`src/rtl/srfa_pkg.sv`:
```
// Shared constants, flag layout and operation codes for the shift/rotate/flag slice
package srfa_pkg;

    localparam int DATA_W = 8;
    localparam int SEL_W  = 3;
    localparam int REG_AW = 5;

    // Status flag positions, bit 7 down to bit 0
    localparam logic [2:0] FLAG_I = 3'h7;
    localparam logic [2:0] FLAG_T = 3'h6;
    localparam logic [2:0] FLAG_H = 3'h5;
    localparam logic [2:0] FLAG_S = 3'h4;
    localparam logic [2:0] FLAG_V = 3'h3;
    localparam logic [2:0] FLAG_N = 3'h2;
    localparam logic [2:0] FLAG_Z = 3'h1;
    localparam logic [2:0] FLAG_C = 3'h0;

    localparam logic [7:0] STATUS_RESET = 8'h00;
    localparam logic [7:0] RESULT_RESET = 8'h00;

    typedef enum logic [4:0] {
        SRFA_OP_NOP     = 5'h00,
        SRFA_OP_SHL     = 5'h01,
        SRFA_OP_SHR     = 5'h02,
        SRFA_OP_ROTL    = 5'h03,
        SRFA_OP_ROTR    = 5'h04,
        SRFA_OP_SHRA    = 5'h05,
        SRFA_OP_NIBX    = 5'h06,
        SRFA_OP_BITSET  = 5'h07,
        SRFA_OP_BITCLR  = 5'h08,
        SRFA_OP_TOXFER  = 5'h09,
        SRFA_OP_FRXFER  = 5'h0a,
        SRFA_OP_SETC    = 5'h0b,
        SRFA_OP_CLRC    = 5'h0c,
        SRFA_OP_SETN    = 5'h0d,
        SRFA_OP_CLRN    = 5'h0e,
        SRFA_OP_SETZ    = 5'h0f,
        SRFA_OP_CLRZ    = 5'h10,
        SRFA_OP_IRQ_ON  = 5'h11,
        SRFA_OP_IRQ_OFF = 5'h12,
        SRFA_OP_SETS    = 5'h13,
        SRFA_OP_CLRS    = 5'h14,
        SRFA_OP_SETV    = 5'h15,
        SRFA_OP_CLRV    = 5'h16,
        SRFA_OP_SETT    = 5'h17,
        SRFA_OP_CLRT    = 5'h18,
        SRFA_OP_SETH    = 5'h19,
        SRFA_OP_CLRH    = 5'h1a
    } srfa_op_t;

    // True for the five operations that move bits through the shifter
    function automatic logic is_shift(input srfa_op_t op);
        is_shift = (op == SRFA_OP_SHL) || (op == SRFA_OP_SHR) || (op == SRFA_OP_ROTL)
                || (op == SRFA_OP_ROTR) || (op == SRFA_OP_SHRA);
    endfunction

endpackage

```
`src/rtl/srfa_alu.sv`:
```
// Shift, rotate, nibble exchange, bit transfer and status flag slice of the core
// Behaviour
// - shift left: zero into bit 0; Z,C,N,V
// - shift right: zero into bit 7; Z,C,N,V
// - rotate left through carry; Z,C,N,V
// - rotate right through carry; Z,C,N,V
// - arithmetic right shift keeps bit 7; Z,C,N,V
// - nibble exchange swaps halves, flags untouched
// - bit set/clear writes selected status flag
// - copy selected source bit into transfer flag
// - transfer flag written into destination bit
// - set/clear carry flag only
// - set/clear negative flag
// - set/clear zero flag
// - set/clear global interrupt enable flag
// - set/clear signed test flag
// - set/clear overflow flag
// - set/clear transfer flag
// - set/clear half carry flag
`timescale 1ns/100ps
`default_nettype none
module srfa_alu #(
    parameter int DATA_W = srfa_pkg::DATA_W,
    parameter int SEL_W  = srfa_pkg::SEL_W,
    parameter int REG_AW = srfa_pkg::REG_AW
) (
    // Clock and reset
    input  wire logic               clk_i,
    input  wire logic               resetn_i,
    // Instruction from the decoder
    input  wire logic               op_valid_i,
    input  wire srfa_pkg::srfa_op_t op_i,
    input  wire logic [SEL_W-1:0]   bit_sel_i,
    input  wire logic [REG_AW-1:0]  dest_addr_i,
    // Operands from the register file
    input  wire logic [DATA_W-1:0]  dest_data_i,
    input  wire logic [DATA_W-1:0]  source_operand_i,
    // Direct status load by the core
    input  wire logic               status_load_i,
    input  wire logic [DATA_W-1:0]  status_load_data_i,
    // Register file write back
    output logic                    dest_wr_o,
    output logic      [REG_AW-1:0]  dest_wr_addr_o,
    output logic      [DATA_W-1:0]  dest_wr_data_o,
    // Status and completion
    output logic      [DATA_W-1:0]  status_flags_register_o,
    output logic                    irq_enable_o,
    output logic                    op_done_o,
    output logic                    op_illegal_o
);

    // One-hot mask of a flag position, shared by every instruction flag write path
    function automatic logic [DATA_W-1:0] flag_mask(input logic [SEL_W-1:0] pos);
        flag_mask = '0;
        flag_mask[pos] = 1'b1;
    endfunction

    logic [DATA_W-1:0] shift_result;
    logic              shift_carry;
    logic              shift_neg;
    logic              shift_zero;
    logic              shift_ovf;

    logic [DATA_W-1:0] next_flag_en;
    logic [DATA_W-1:0] next_flag_val;
    logic [DATA_W-1:0] next_dest_data;
    logic              next_dest_wr;
    logic              next_illegal;

    logic [DATA_W-1:0] flag_en;
    logic [DATA_W-1:0] flag_val;
    logic [DATA_W-1:0] znvc_mask;
    logic [DATA_W-1:0] znvc_val;

    srfa_shifter #(
        .DATA_W (DATA_W)
    ) u_shifter (
        .op_i      (op_i),
        .operand_i (dest_data_i),
        .carry_i   (status_flags_register_o[srfa_pkg::FLAG_C]),
        .result_o  (shift_result),
        .carry_o   (shift_carry),
        .neg_o     (shift_neg),
        .zero_o    (shift_zero),
        .ovf_o     (shift_ovf)
    );

    // Shifts touch only Z, C, N and V; S and H keep their value
    always_comb
    begin
        znvc_mask = flag_mask(srfa_pkg::FLAG_Z) | flag_mask(srfa_pkg::FLAG_C)
                  | flag_mask(srfa_pkg::FLAG_N) | flag_mask(srfa_pkg::FLAG_V);
        znvc_val                   = '0;
        znvc_val[srfa_pkg::FLAG_Z] = shift_zero;
        znvc_val[srfa_pkg::FLAG_C] = shift_carry;
        znvc_val[srfa_pkg::FLAG_N] = shift_neg;
        znvc_val[srfa_pkg::FLAG_V] = shift_ovf;
    end

    // Operation decode: destination write and status flag write per operation
    always_comb
    begin
        next_flag_en   = '0;
        next_flag_val  = '0;
        next_dest_data = dest_data_i;
        next_dest_wr   = 1'b0;
        next_illegal   = 1'b0;
        if (op_valid_i)
        begin
            case (op_i)
                srfa_pkg::SRFA_OP_NOP:
                begin
                    next_dest_wr = 1'b0;
                end
                srfa_pkg::SRFA_OP_SHL,
                srfa_pkg::SRFA_OP_SHR,
                srfa_pkg::SRFA_OP_ROTL,
                srfa_pkg::SRFA_OP_ROTR,
                srfa_pkg::SRFA_OP_SHRA:
                begin
                    next_dest_data = shift_result;
                    next_dest_wr   = 1'b1;
                    next_flag_en   = znvc_mask;
                    next_flag_val  = znvc_val;
                end
                srfa_pkg::SRFA_OP_NIBX:
                begin
                    next_dest_data = {dest_data_i[3:0], dest_data_i[7:4]};
                    next_dest_wr   = 1'b1;
                end
                srfa_pkg::SRFA_OP_BITSET:
                begin
                    next_flag_en  = flag_mask(bit_sel_i);
                    next_flag_val = '1;
                end
                srfa_pkg::SRFA_OP_BITCLR:
                begin
                    next_flag_en  = flag_mask(bit_sel_i);
                    next_flag_val = '0;
                end
                srfa_pkg::SRFA_OP_TOXFER:
                begin
                    next_flag_en                   = flag_mask(srfa_pkg::FLAG_T);
                    next_flag_val[srfa_pkg::FLAG_T] = source_operand_i[bit_sel_i];
                end
                srfa_pkg::SRFA_OP_FRXFER:
                begin
                    next_dest_data[bit_sel_i] = status_flags_register_o[srfa_pkg::FLAG_T];
                    next_dest_wr              = 1'b1;
                end
                srfa_pkg::SRFA_OP_SETC:
                begin
                    next_flag_en  = flag_mask(srfa_pkg::FLAG_C);
                    next_flag_val = '1;
                end
                srfa_pkg::SRFA_OP_CLRC:
                begin
                    next_flag_en  = flag_mask(srfa_pkg::FLAG_C);
                    next_flag_val = '0;
                end
                srfa_pkg::SRFA_OP_SETN:
                begin
                    next_flag_en  = flag_mask(srfa_pkg::FLAG_N);
                    next_flag_val = '1;
                end
                srfa_pkg::SRFA_OP_CLRN:
                begin
                    next_flag_en  = flag_mask(srfa_pkg::FLAG_N);
                    next_flag_val = '0;
                end
                srfa_pkg::SRFA_OP_SETZ:
                begin
                    next_flag_en  = flag_mask(srfa_pkg::FLAG_Z);
                    next_flag_val = '1;
                end
                srfa_pkg::SRFA_OP_CLRZ:
                begin
                    next_flag_en  = flag_mask(srfa_pkg::FLAG_Z);
                    next_flag_val = '0;
                end
                srfa_pkg::SRFA_OP_IRQ_ON:
                begin
                    next_flag_en  = flag_mask(srfa_pkg::FLAG_I);
                    next_flag_val = '1;
                end
                srfa_pkg::SRFA_OP_IRQ_OFF:
                begin
                    next_flag_en  = flag_mask(srfa_pkg::FLAG_I);
                    next_flag_val = '0;
                end
                srfa_pkg::SRFA_OP_SETS:
                begin
                    next_flag_en  = flag_mask(srfa_pkg::FLAG_S);
                    next_flag_val = '1;
                end
                srfa_pkg::SRFA_OP_CLRS:
                begin
                    next_flag_en  = flag_mask(srfa_pkg::FLAG_S);
                    next_flag_val = '0;
                end
                srfa_pkg::SRFA_OP_SETV:
                begin
                    next_flag_en  = flag_mask(srfa_pkg::FLAG_V);
                    next_flag_val = '1;
                end
                srfa_pkg::SRFA_OP_CLRV:
                begin
                    next_flag_en  = flag_mask(srfa_pkg::FLAG_V);
                    next_flag_val = '0;
                end
                srfa_pkg::SRFA_OP_SETT:
                begin
                    next_flag_en  = flag_mask(srfa_pkg::FLAG_T);
                    next_flag_val = '1;
                end
                srfa_pkg::SRFA_OP_CLRT:
                begin
                    next_flag_en  = flag_mask(srfa_pkg::FLAG_T);
                    next_flag_val = '0;
                end
                srfa_pkg::SRFA_OP_SETH:
                begin
                    next_flag_en  = flag_mask(srfa_pkg::FLAG_H);
                    next_flag_val = '1;
                end
                srfa_pkg::SRFA_OP_CLRH:
                begin
                    next_flag_en  = flag_mask(srfa_pkg::FLAG_H);
                    next_flag_val = '0;
                end
                default:
                begin
                    // Unknown codes change nothing, only report themselves
                    next_illegal = 1'b1;
                end
            endcase
        end
    end

    // A core load of the whole status word yields per bit to the instruction,
    // so a flag written by the current operation is never lost
    always_comb
    begin
        flag_en  = next_flag_en;
        flag_val = next_flag_val;
        if (status_load_i)
        begin
            flag_en  = '1;
            flag_val = (next_flag_val & next_flag_en) | (status_load_data_i & ~next_flag_en);
        end
    end

    srfa_status #(
        .DATA_W  (DATA_W),
        .RST_VAL (srfa_pkg::STATUS_RESET)
    ) u_status (
        .clk_i    (clk_i),
        .resetn_i (resetn_i),
        .wr_en_i  (flag_en),
        .wr_val_i (flag_val),
        .flags_o  (status_flags_register_o)
    );

    // Result is registered on the same edge as the flags: ready next cycle
    always_ff @(posedge clk_i or negedge resetn_i)
    begin
        if (!resetn_i)
        begin
            dest_wr_data_o <= srfa_pkg::RESULT_RESET;
            dest_wr_addr_o <= '0;
        end
        else if (next_dest_wr)
        begin
            dest_wr_data_o <= next_dest_data;
            dest_wr_addr_o <= dest_addr_i;
        end
    end

    // Write strobe and completion pulses, one cycle each
    always_ff @(posedge clk_i or negedge resetn_i)
    begin
        if (!resetn_i)
        begin
            dest_wr_o    <= 1'b0;
            op_done_o    <= 1'b0;
            op_illegal_o <= 1'b0;
        end
        else
        begin
            dest_wr_o    <= next_dest_wr;
            op_done_o    <= op_valid_i && !next_illegal;
            op_illegal_o <= next_illegal;
        end
    end

    // Interrupt gate follows the I flag directly
    assign irq_enable_o = status_flags_register_o[srfa_pkg::FLAG_I];

endmodule
`default_nettype wire

```
`src/rtl/srfa_shifter.sv`:
```
// Combinational shift and rotate unit with its Z, C, N, V results
`timescale 1ns/100ps
`default_nettype none
module srfa_shifter #(
    parameter int DATA_W = srfa_pkg::DATA_W
) (
    // Operation
    input  wire srfa_pkg::srfa_op_t op_i,
    input  wire logic [DATA_W-1:0]  operand_i,
    input  wire logic               carry_i,
    // Results
    output logic       [DATA_W-1:0] result_o,
    output logic                    carry_o,
    output logic                    neg_o,
    output logic                    zero_o,
    output logic                    ovf_o
);

    always_comb
    begin
        result_o = operand_i;
        carry_o  = carry_i;
        case (op_i)
            srfa_pkg::SRFA_OP_SHL:
            begin
                result_o = {operand_i[DATA_W-2:0], 1'b0};
                carry_o  = operand_i[DATA_W-1];
            end
            srfa_pkg::SRFA_OP_SHR:
            begin
                result_o = {1'b0, operand_i[DATA_W-1:1]};
                carry_o  = operand_i[0];
            end
            srfa_pkg::SRFA_OP_ROTL:
            begin
                result_o = {operand_i[DATA_W-2:0], carry_i};
                carry_o  = operand_i[DATA_W-1];
            end
            srfa_pkg::SRFA_OP_ROTR:
            begin
                result_o = {carry_i, operand_i[DATA_W-1:1]};
                carry_o  = operand_i[0];
            end
            srfa_pkg::SRFA_OP_SHRA:
            begin
                result_o = {operand_i[DATA_W-1], operand_i[DATA_W-1:1]};
                carry_o  = operand_i[0];
            end
            default:
            begin
                result_o = operand_i;
                carry_o  = carry_i;
            end
        endcase
    end

    // Overflow is the sign-versus-carry mismatch left by the move
    assign neg_o  = result_o[DATA_W-1];
    assign zero_o = (result_o == '0);
    assign ovf_o  = neg_o ^ carry_o;

endmodule
`default_nettype wire

```
`src/rtl/srfa_status.sv`:
```
// Status flag register with per-bit write enables
`timescale 1ns/100ps
`default_nettype none
module srfa_status #(
    parameter int         DATA_W  = srfa_pkg::DATA_W,
    parameter logic [7:0] RST_VAL = srfa_pkg::STATUS_RESET
) (
    // Clock and reset
    input  wire logic              clk_i,
    input  wire logic              resetn_i,
    // Write port
    input  wire logic [DATA_W-1:0] wr_en_i,
    input  wire logic [DATA_W-1:0] wr_val_i,
    // Flags
    output logic      [DATA_W-1:0] flags_o
);

    genvar g;
    generate
        for (g = 0; g < DATA_W; g++)
        begin : g_flag
            always_ff @(posedge clk_i or negedge resetn_i)
            begin
                if (!resetn_i)
                    flags_o[g] <= RST_VAL[g];
                else if (wr_en_i[g])
                    flags_o[g] <= wr_val_i[g];
            end
        end
    endgenerate

endmodule
`default_nettype wire

```
`config.mk`:
```
export PLATFORM = sky130hd
export DESIGN_NAME = srfa_alu
export DESIGN_NICKNAME = d
export VERILOG_FILES = /design/src/rtl/srfa_pkg.sv /design/src/rtl/srfa_alu.sv /design/src/rtl/srfa_shifter.sv /design/src/rtl/srfa_status.sv
export SDC_FILE = /design/constraint.sdc
export NUM_CORES = 1
export LEC_CHECK = 0
export ABC_CLOCK_PERIOD_IN_PS = 2600
export BUFFER_PORTS_ARGS = -buffer_cell sky130_fd_sc_hd__buf_2
export CORE_MARGIN = 4
export CORE_UTILIZATION = 56
export CTS_CLUSTER_DIAMETER = 100
export DETAILED_ROUTE_END_ITERATION = 8
export HOLD_SLACK_MARGIN = 0.12
export PLACE_DENSITY = 0.83
export SYNTH_ARGS = -nofsm -noshare
export SYNTH_HDL_FRONTEND = slang
export SYNTH_SLANG_ARGS = --single-unit
```
`constraint.sdc`:
```
create_clock -name clk_i -period 2.6 [get_ports clk_i]
set_clock_uncertainty 0.1 [all_clocks]
set_input_delay 0.39 -clock clk_i [delete_from_list [all_inputs] [get_ports clk_i]]
set_output_delay 0.39 -clock clk_i [all_outputs]
set_load 0.005 [all_outputs]
```
# --- Yosys cells after proc, flatten, opt, wreduce, memory -nomap -nowiden ---
# Index checks and enable logic that the tools add are counted.
word_totals:
  latch_bits: 0
  mem_bits_ro: 0
  n_memories: 0
  mem_bits_rw: 0
  input_bits: 41
  regBits: 24
  word_cells: 87
op_classes:
  n_mux: 21
  n_reduce_logical: 20
  div_mod_pow: 0
  n_shift: 0
  n_eq_ne: 26
  order_cmp: 2
  addsub: 0
  bitwise_logic: 5
  multipliers: 0
op_table:
  columns: ["operator", "n"]
  rows:
  - ["$pmux W8 S10", 1]
  - ["$eq A5 B5 Y1 const B", 11]
  - ["$eq A5 B4 Y1 const B", 8]
  - ["$mux W8", 5]
  - ["$pmux W8 S5", 1]
  - ["$reduce_or A27 Y1", 1]
  - ["$pmux W8 S3", 1]
  - ["$eq A5 B3 Y1 const B", 4]
  - ["$reduce_or A2 Y1", 9]
  - ["$and A8 B8 Y8", 2]
  - ["$pmux W6 S2", 1]
  - ["$eq A5 B2 Y1 const B", 2]
  - ["$reduce_or A9 Y1", 1]
  - ["$bwmux W8", 1]
  - ["$logic_not A8 Y1", 1]
  - ["$not A8 Y8", 1]
  - ["$or A8 B8 Y8", 1]
  - ["$mux W1", 7]
  - ["$reduce_or A7 Y1", 1]
  - ["$reduce_or A3 Y1", 2]
  - ["$eq A5 B1 Y1 const B", 1]
  - ["$logic_not A5 Y1", 1]
  - ["$reduce_or A5 Y1", 1]
  - ["$lt A3 B4 Y1 const B", 1]
  - ["other kinds (7)", 9]

# --- Logic depth before layout (Yosys ltp) ---
# Gate-level depths: netlist of the first run.
logic_depth:
  ltp_word: 10
  depth_mapped: 8
  ltp_nobuf: 5

# --- Hierarchy ---
# A second synthesis of the first run with hierarchy kept.
unflattened:
  cells_unflattened: 294
  hier_area_um2: 2384.8
by_module_without_submodules:
  columns: ["mod", "area_per_inst_um2", "instances", "seq_area_each_um2", "cells_per_inst"]
  rows:
  - ["srfa_alu", 1734.2, 1, 400.4, 229]
  - ["srfa_shifter", 330.3, 1, 0.0, 49]
  - ["srfa_status", 320.3, 1, 200.2, 16]

# --- Worst setup path before layout of the first run ---
# Ideal clock, no wire load.
synth_path:
  path_type: "input -> register"
  from: "input port op_i[0]"
  to: "register u_status.flags_o[5]"
  path_buffers: 1
  setup_time_ps: 125
  cell_stages: 5
  setup_slack_ps: 844
  arrival_time_ps: 1531
  path_cell_list: "buf_6 -> or4b_1 -> a21oi_1 -> o21ai_1 -> mux2_4"
synth_via:
  elab_chain_cells: 8
  word_cells_on_any_way: 45
synth_lines:
  columns: ["element", "line_no", "rtl"]
  rows:
  - ["from (decl)", "srfa_alu.sv:32", "input wire srfa_pkg::srfa_op_t op_i,"]
  - ["$eq A5 B1 Y1, or another cell as far along", "srfa_alu.sv:110", "case (op_i)"]
  - ["$reduce_or A5 Y1, or another cell as far along", "srfa_alu.sv:110", null]
  - ["$pmux W8 S10", "srfa_alu.sv:110", null]
  - ["$mux W8", "srfa_alu.sv:108", "if (op_valid_i)"]
  - ["$not A8 Y8", "srfa_alu.sv:249", "flag_val = (next_flag_val & next_flag_en) | (status_load_data_i & ~next_flag_en);"]
  - ["$and A8 B8 Y8", "srfa_alu.sv:249", null]
  - ["$or A8 B8 Y8", "srfa_alu.sv:249", null]
  - ["$mux W8", "srfa_alu.sv:246", "if (status_load_i)"]
  - ["to (signal, indexed assignment)", "srfa_status.sv:25", "flags_o[g] <= RST_VAL[g];"]
  - ["to (signal, indexed assignment)", "srfa_status.sv:27", "flags_o[g] <= wr_val_i[g];"]
  - ["to (decl)", "srfa_status.sv:15", "output logic [DATA_W-1:0] flags_o"]
# Parallel ways exist; a longest one is shown, timed or not.
# A chain may end at the register's enable or synchronous reset.

# --- Worst setup path in the final report of the first run ---
layout_path:
  from: "input port op_i[4]"
  to: "register u_status.flags_o[5]"
# Same word-level chain as after synthesis.

==> reports/results.ini, run 1 <==
[synthesis]
synth_top_area_cell = dfrtp_1
synth_edf_count = 0
ys_warn_count = 0
yosysTopAreaCellShare_pct = 27.4
synthCells = 241
synthFlopType = dfrtp_1
synth.distinct_cells = 67
synth_nets = 282
synth_area_leaders = dfrtp_1 (27%), mux2i_1 (9.6%), nand2_1 (4.8%), mux2_2 (3.1%), a222oi_1 (2.7%)
synth_area_um2 = 2190
netlist_top_cells_count = nand2_1 (28), dfrtp_1 (24), mux2i_1 (21), nor2_1 (12), o21ai_0 (11)
ys_seq_elements = 24
avgSynthCellArea_um2 = 9.09
ys_seq_area_share_pct = 27.4
yosysMostFrequentCell = nand2_1
async_reset_ff_share_pct = 100

[route]
route.detailed.drc = 0
ant_nets = 0
wl_per_cell_um = 16.5
via_count = 2118
drt_iter0_drc = 190
drt-vias-per-instance = 6.25
drt-total-wl_um = 5600
drt_first_pass_iters = 5

[setup_path]
crit_path_start = op_i[4]
cp_max_fo = 21
cp.required_ps = 2660
reg2regPathDepth = 5
critPathKind = in2reg
rr_startpoint = u_status.flags_o[0]
worst_setup_path_end_kind = flip-flop
cp.arrival_ps = 2060
cp-start-kind = primary input

[placed_design]
dp.final_hpwl_um = 4310
placed_area_um2 = 2420
place.gp.congestion = 0.924
dp_cells = 334
place_ws_ps = 365
io_buffers = 65

[hold_path]
worst_hold_startpoint = dest_addr_i[2]
hold_depth = 3
hold_class = in2reg

[cts]
cts_buffers = 3
post_cts_buffers = 0
cts.clk_slew.worst_paths_ps = 80
clock_latency_ps = 260
root_buffer = clkbuf_8
cts_tree = done
h-tree-depth = 1
cts_resized = 0
cts_buffer_depth = 2
cts_sinks = 24

[floorplanning]
dieArea_um2 = 4970
core_area_um2 = 3720
io_pins = 66
rows = 22
die_w_um = 70.5
initial_utilization_pct = 58.9
die_y_um = 70.5

[global_route]
track_usage_pct = 22.8
overflow = 0
grt_pass1_vias = 1977
antenna_found_initial = 0
grt_max_degree = 32
grt_pass1_wl_um = 9420

[pwr]
irDropWorstVdd_mv = 0.404
p_leak_uw = 0.00110
power_density_nw_per_um2 = 446

[finish]
final_cells = 339
drive_gt1_share_pct = 34.7
diodes = 0
final_area_um2 = 2500
post-route-util_pct = 67.4
synthToLayoutAreaGrowth_pct = 14.3
final_nets = 333

[sta]
rsz0062_at_grt = no
relSlewSlack_pct = 57.4
layout_setup_ws_ps = 600
tightestPinTransition_ps = 637
slew_violations = 0
final_hold_viol_count = 0
setup-tns-final_ps = 0
finalCritPeriodShare_pct = 76.9
period_minus_slack_ps = 2000
setup_viol = 0
max_freq_mhz = 500

[run_status]
outcome = finished, final reports clean

[flow_run]
max_cap_viol_count = 0

==> cell usage in the layout, fill, tap and decap left out, types with 3 or more instances in the layout <==
cell type  count
o21a_1         4
dfrtp_1       24
nand2b_1       6
nor2b_1        4
a211oi_1       3
buf_2         65
nor4_1         3
nand3b_1       5
a222oi_1       6
nand2_1       28
a21oi_1        9
nor3_1         3
o21ai_0       11
o21ai_1        8
clkbuf_8       3
a31oi_1        3
o211ai_1       4
nand3_1        5
mux2_2         6
a21o_1         3
mux2i_1       21
nor3b_2        4
nor2_1        12
==> kinds of logic after synthesis <==
group	synth area share [%]
AO/OA/AOI/OAI	24.6
XOR/XNOR	0.800
buffers and inverters	7.83
flip-flops	27.4
multiplexers	13.9
AND/OR/NAND/NOR	25.5
==> routing by layer <==
layer / wire [um] / track usage (%) / vias to the layer above
li1: - / - / 1004
met1: 2270 / 30.9 / 1011
met2: 2800 / 37.7 / 97
met3: 480 / 5.40 / 6
met4: 52 / 3.97 / 0
met5: 0 / 0 / -
==> state kept, by name, summed over array words and instances (netlist names) <==
| register | count |
|---|---|
| dest_wr_data_o | 8 |
| dest_wr_o | 1 |
| u_status.flags_o | 8 |
| op_illegal_o | 1 |
| dest_wr_addr_o | 5 |
| op_done_o | 1 |
==> final timing paths <==
path	endpoint	slack, ps
min in group asynchronous	op_done_o	520
min	dest_wr_addr_o[2]	210
max	u_status.flags_o[5]	600
max in group asynchronous	dest_wr_data_o[6]	1530
min reg2reg	dest_wr_addr_o[3]	380
max reg2reg	u_status.flags_o[3]	1080
==> power by group <==
| group | total [uW] | leakage, uW | switching (uW) | internal (uW) |
|---|---|---|---|---|
| clock network | 323 | 0.0000357 | 117 | 206 |
| registers | 458 | 0.000299 | 33.1 | 425 |
| logic | 335 | 0.000766 | 182 | 153 |
==> through the flow <==
step | total power, uW | hold slack, ps
floorplan | 676 | -5.59
global placement | 788 | 290
detailed placement | 798 | 292
CTS | 1120 | 206
global route | 1190 | 210
finish | 1120 | 213
==> final cells by class <==
type | instances | area (um2)
clock buffers | 3 | 41.3
clock inverters | 1 | 30.0
fillers | 337 | 1210
inverters | 3 | 11.3
multi-input cells | 193 | 1420
flip-flops and latches | 24 | 601
well taps | 48 | 60.1
repair buffers | 67 | 343
==> critical path: stages <==
cell     delay [ps]
buf_2           240
nor2_1          290
or4b_1          520
a21oi_1         180
o21ai_1         130
mux2_4          310
==> repair_timing <==
action / 4_1_cts / 5_1_grt
endpoints found under the hold margin: 24 / 0
hold buffers: 1 / 0
setup endpoints to repair: 0 / 0
Power figures use the tool's default switching activity.
==> inputs of run 2 (changes only) <==
--- a/config.mk
+++ b/config.mk
@@ -5,14 +5,14 @@
 export SDC_FILE = /design/constraint.sdc
 export NUM_CORES = 1
 export LEC_CHECK = 0
-export ABC_CLOCK_PERIOD_IN_PS = 2600
+export ABC_CLOCK_PERIOD_IN_PS = 1800
 export BUFFER_PORTS_ARGS = -buffer_cell sky130_fd_sc_hd__buf_2
 export CORE_MARGIN = 4
-export CORE_UTILIZATION = 56
+export CORE_UTILIZATION = 47
 export CTS_CLUSTER_DIAMETER = 100
 export DETAILED_ROUTE_END_ITERATION = 8
 export HOLD_SLACK_MARGIN = 0.12
-export PLACE_DENSITY = 0.83
+export PLACE_DENSITY = 0.74
 export SYNTH_ARGS = -nofsm -noshare
 export SYNTH_HDL_FRONTEND = slang
 export SYNTH_SLANG_ARGS = --single-unit
==> constraint.sdc (replaced) <==
create_clock -name clk_i -period 1.8 [get_ports clk_i]
set_clock_uncertainty 0.1 [all_clocks]
set_input_delay 0.27 -clock clk_i [delete_from_list [all_inputs] [get_ports clk_i]]
set_output_delay 0.27 -clock clk_i [all_outputs]
set_load 0.005 [all_outputs]
==> run 2 against run 1 <==
- critical path depth stayed put
- final area rose by 17%
- first-iteration DRC count down 17%
- power grew 54%
- worst setup slack worse by 440 ps
- die area up 17%
- largest cell class unchanged
- highest routed layer unchanged
==> reports/results.ini, run 2 (same netlist as run 1, synthesis figures left out) <==
[sta]
max_freq_mhz = 611
finalCritPeriodShare_pct = 90.9
setup_viol = 0  ; unchanged
worst_hold_slack_ps = 191  ; -21.1 ps
layout_setup_ws_ps = 164  ; -436 ps
rsz0062_at_grt = no
tightestPinTransition_ps = 530  ; -107 ps
period_minus_slack_ps = 1640
slew_violations = 0  ; unchanged
relSlewSlack_pct = 64.7  ; +7.2 points
final_hold_viol_count = 0  ; unchanged

[cts]
cts_sinks = 24  ; unchanged
h-tree-depth = 1  ; unchanged
cts_tree = done
clock_latency_ps = 270  ; about the same
cts.clk_slew.worst_paths_ps = 90  ; about the same
post_cts_buffers = 0  ; unchanged
cts_buffers = 3  ; unchanged
root_buffer = clkbuf_8
cts_buffer_depth = 2  ; unchanged

[setup_path]
cp.arrival_ps = 1700  ; -360 ps
worst_setup_path_end_kind = flip-flop
cp-start-kind = primary input
crit_chain = clkbuf_4, nor2_1, or4b_1, a21oi_1, o21ai_1, mux2_4
cp.required_ps = 1860  ; -800 ps
slowest_delay_ps = 460  ; -60 ps
rrSetupSlack_ps = 310  ; -770 ps
cp_max_fo = 21  ; unchanged
crit_slowest_cell = or4b_1
critPathKind = in2reg

[hold_path]
hold_class = in2reg

[global_route]
antenna_found_initial = 0  ; unchanged
grt_pass1_wl_um = 11200  ; +18%
track_usage_pct = 23.2  ; +0.44 points
overflow = 0  ; unchanged
grt_max_degree = 25  ; -22%
grt_pass1_vias = 2226  ; +13%

[finish]
reg.largest.list = dest_wr_data_o x8, u_status.flags_o x8, dest_wr_addr_o x5
final_area_um2 = 2930  ; +17%
drive_gt1_share_pct = 43.5  ; +8.8 points
final_cells = 397  ; +17%
diodes = 0  ; unchanged
final_nets = 387  ; +16%
mostFrequentLayoutCell = buf_2
synthToLayoutAreaGrowth_pct = 33.8
final_cell_mix = buf_2 (64), buf_4 (50), nand2_1 (28)

[route]
route.detailed.drc = 0  ; unchanged
drt_first_pass_iters = 5  ; unchanged
wl_per_cell_um = 16.9  ; +2.1%
drt-total-wl_um = 6700  ; +20%
drt_iter0_drc = 157  ; -17%
ant_nets = 0  ; unchanged
drt-vias-per-instance = 5.76  ; -7.8%
via_count = 2288  ; +8.0%

[pwr]
power_density_nw_per_um2 = 588  ; +32%
p_leak_uw = 0.00136  ; +24%
irDropWorstVdd_mv = 0.564  ; +40%
power_uw = 1720  ; +54%

[floorplanning]
die_y_um = 76.3  ; +8.1%
rows = 24  ; +9.1%
die_w_um = 76.3  ; +8.1%
io_pins = 66  ; unchanged
initial_utilization_pct = 49.3  ; -9.7 points
dieArea_um2 = 5810  ; +17%
core_area_um2 = 4440  ; +20%

[placed_design]
dp_cells = 387  ; +16%
io_buffers = 65  ; unchanged
place.gp.congestion = 0.985  ; +6.5%
dp.final_hpwl_um = 5230  ; +21%
placed_area_um2 = 2800  ; +15%
place_ws_ps = -170  ; -536 ps

[flow_run]
max_cap_viol_count = 0  ; unchanged

[run_status]
outcome = finished, final reports clean

==> run 2: changes by cell type in the layout (fill, tap and decap cells not counted) <==
cell and change:
dlygate4sd3_1 +5, buf_4 +49, buf_2 -1, clkbuf_4 +1
==> run 2: power breakdown <==
part	switching, uW	internal [uW]	total [uW]	leakage, uW
Clock	180	297	477	0.0000357
Sequential	47.5	614	661	0.000299
Combinational	290	294	585	0.00103
Total	518	1210	1720	0.00136
==> run 2: area by class of cell <==
type / instances / area, um2
clock buffers: 3 / 41.3
clock inverters: 1 / 30.0
fillers: 388 / 1520
inverters: 3 / 11.3
multi-input cells: 193 / 1420
flip-flops and latches: 24 / 601
well taps: 52 / 65.1
repair buffers: 121 / 763
==> run 2: worst paths after layout <==
check                                 startpoint  cells past startpoint                  end
max in group asynchronous               resetn_i                      2  u_status.flags_o[1]
max                                      op_i[1]                      6  u_status.flags_o[5]
min                        status_load_data_i[2]                      3  u_status.flags_o[2]
max reg2reg                  u_status.flags_o[0]                      6  u_status.flags_o[2]
min in group asynchronous               resetn_i                      2            op_done_o
min reg2reg                    dest_wr_addr_o[1]                      2    dest_wr_addr_o[1]
==> run 2: what timing repair did <==
item | CTS | global route
setup endpoints to repair | 0 | 1
gates resized for setup | 0 | 1
hold endpoints to repair | 29 | 0
hold buffers | 6 | 0
==> run 2: critical path: cells and delay by family <==
family / cells / cell delay [ps]
simple gates: 2 / 610
mux: 1 / 300
compound gates: 2 / 290
buf+inv: 1 / 220
==> run 2: through the flow <==
step           TNS (ps)  utilization, %
2_1_floorplan         0               -
3_3_place_gp       -554            62.9
3_5_place_dp      -1110            62.9
4_1_cts               0            65.9
5_1_grt               0            65.9
6_report              0            65.9
==> run 2: per-layer routing <==
metal / vias to the layer above / track usage, % / part of all wire [%]
met2: 95 / 39.0 / 48
met3: 11 / 4.49 / 6.0
met4: 0 / 4.89 / 1.4
met1: 1067 / 31.0 / 44
li1: 1115 / - / -
met5: - / 0 / 0
==> inputs of run 3 (changes only) <==
--- a/config.mk
+++ b/config.mk
@@ -9,6 +9,7 @@
 export BUFFER_PORTS_ARGS = -buffer_cell sky130_fd_sc_hd__buf_2
 export CORE_MARGIN = 4
 export CORE_UTILIZATION = 47
+export CTS_BUF_LIST = sky130_fd_sc_hd__clkbuf_16
 export CTS_CLUSTER_DIAMETER = 100
 export DETAILED_ROUTE_END_ITERATION = 8
 export HOLD_SLACK_MARGIN = 0.12
==> run 3 against run 2 <==
- global-route usage rose by 0.24 points
- count of clock-buffer cells in the layout unchanged
- core utilization rose by 0.76 points
- register-to-register slack worse by 30 ps
- clock power up 35%
- sequential share of layout area down 0.23 points
- largest power group unchanged
==> reports/results.ini, run 3 (same netlist as run 1, synthesis figures left out) <==
[route]
drt-total-wl_um = 6740  ; +0.60%
via_count = 2324  ; +1.6%
dr_wl_met3_um = 440  ; +8.9%
route.met2.wl_um = 3250  ; +0.22%
drt_iter0_drc = 171  ; +8.9%
ant_nets = 0  ; unchanged
met1Wirelength_um = 2910  ; -1.3%
drt-vias-per-instance = 5.85  ; +1.6%
maxUsedRoutingLayer = met4
wl_per_cell_um = 17.0  ; +0.60%
route.detailed.drc = 0  ; unchanged
drt_first_pass_iters = 6  ; +1

[cts]
cts_tree = done
root_buffer = clkbuf_16
cts_sinks = 24  ; unchanged
cts_buffer_depth = 2  ; unchanged
h-tree-depth = 1  ; unchanged
cts.clk_slew.worst_paths_ps = 60  ; -30 ps
post_cts_buffers = 0  ; unchanged
clock_latency_ps = 260  ; about the same
cts_buffers = 3  ; unchanged

[sta]
finalCritPeriodShare_pct = 91.6  ; +0.68 points
setup-tns-final_ps = 0  ; unchanged
setup_viol = 0  ; unchanged
layout_setup_ws_ps = 151  ; -12.3 ps
final_hold_viol_count = 0  ; unchanged
slew_violations = 0  ; unchanged
relSlewSlack_pct = 64.7  ; about the same
tightestPinTransition_ps = 530  ; -0.358 ps
max_freq_mhz = 607  ; -0.75%
rsz0062_at_grt = no
period_minus_slack_ps = 1650  ; +12.3 ps

[pwr]
p_leak_uw = 0.00138  ; +1.1%
irDropWorstVdd_mv = 0.674  ; +19%
power_uw = 1890  ; +9.6%
power_density_nw_per_um2 = 638  ; +8.4%

[finish]
synthToLayoutAreaGrowth_pct = 35.3
mostFrequentLayoutCell = buf_2
final_cell_mix = buf_2 (64), buf_4 (50), nand2_1 (28)
final_cells = 397  ; unchanged
reg.largest.list = dest_wr_data_o x8, u_status.flags_o x8, dest_wr_addr_o x5
fillCellCount = 384  ; -1.0%
diodes = 0  ; unchanged
final_nets = 387  ; unchanged
post-route-util_pct = 66.7  ; +0.76 points
drive_gt1_share_pct = 43.5  ; unchanged

[floorplanning]
dieArea_um2 = 5810  ; unchanged
core_area_um2 = 4440  ; unchanged
die_w_um = 76.3  ; unchanged
die_y_um = 76.3  ; unchanged
initial_utilization_pct = 49.3  ; unchanged
io_pins = 66  ; unchanged
rows = 24  ; unchanged

[placed_design]
dp.final_hpwl_um = 5230  ; unchanged
dp_cells = 387  ; unchanged
place_ws_ps = -170  ; unchanged
place.gp.congestion = 0.985  ; unchanged
io_buffers = 65  ; unchanged

[setup_path]
rr_startpoint = u_status.flags_o[0]
cp-start-kind = primary input
cp_max_fo = 21  ; unchanged
cp.required_ps = 1850  ; about the same
cp.arrival_ps = 1690  ; about the same
worst_setup_path_end_kind = flip-flop
crit_path_start = op_i[1]
critPathKind = in2reg

[flow_run]
max_cap_viol_count = 0  ; unchanged

[global_route]
grt_pass1_wl_um = 11200  ; +0.56%
grt_pass1_vias = 2224  ; -0.090%
overflow = 0  ; unchanged
antenna_found_initial = 0  ; unchanged
grt_max_degree = 25  ; unchanged
track_usage_pct = 23.5  ; +0.24 points

[run_status]
outcome = finished, final reports clean

[hold_path]
hold_class = in2reg
worst_hold_startpoint = status_load_data_i[2]

run 3: per-stage QoR:
stage / hold slack [ps] / instance area [um2]
after floorplan: -126 / 2190
after global placement: 177 / 2800
after detailed placement: 182 / 2800
after CTS: 208 / 2960
after global routing: 233 / 2960
final: 203 / 2960
run 3: layout make-up:
| type | count | area, um2 | share of cell area, % |
|---|---|---|---|
| Multi-Input combinational cell | 193 | 1420 | 47.8 |
| Timing Repair Buffer | 121 | 763 | 25.8 |
| Sequential cell | 24 | 601 | 20.3 |
| Clock buffer | 3 | 75.1 | 2.53 |
| Tap cell | 52 | 65.1 | 2.20 |
| Clock inverter | 1 | 30.0 | 1.01 |
| Inverter | 3 | 11.3 | 0.380 |
run 3: path summary, 6_finish.rpt:
check | slack, ps | end | depth (start not counted)
worst min register to register | 370 | dest_wr_addr_o[1] | 2
worst max-delay path | 150 | u_status.flags_o[5] | 6
max in group asynchronous | 820 | u_status.flags_o[3] | 2
min in group asynchronous | 420 | op_done_o | 2
worst max register to register | 280 | dest_wr_data_o[7] | 6
worst min-delay path | 200 | u_status.flags_o[2] | 3
run 3: power breakdown:
part	switching, uW	internal [uW]
clock	199	442
sequential	47.1	615
combinational	291	294
run 3: worst max-delay path: stages:
cell and delay (ps):
clkbuf_4 220, nor2_1 160, or4b_1 460, a21oi_1 170
o21ai_1 120, mux2_4 300
run 3: layer usage:
metal  track usage [%]  vias to the layer above
met1              31.6                     1083
met5                 0                        -
met2              38.8                      108
met3              4.37                       17
li1                  -                     1116
met4              5.80                        0
run 3: what timing repair did:
item / in CTS / in global routing
resized for setup: 0 / 1
hold buffers: 6 / 0
setup endpoints to repair: 0 / 1
endpoints found under the hold margin: 29 / 0
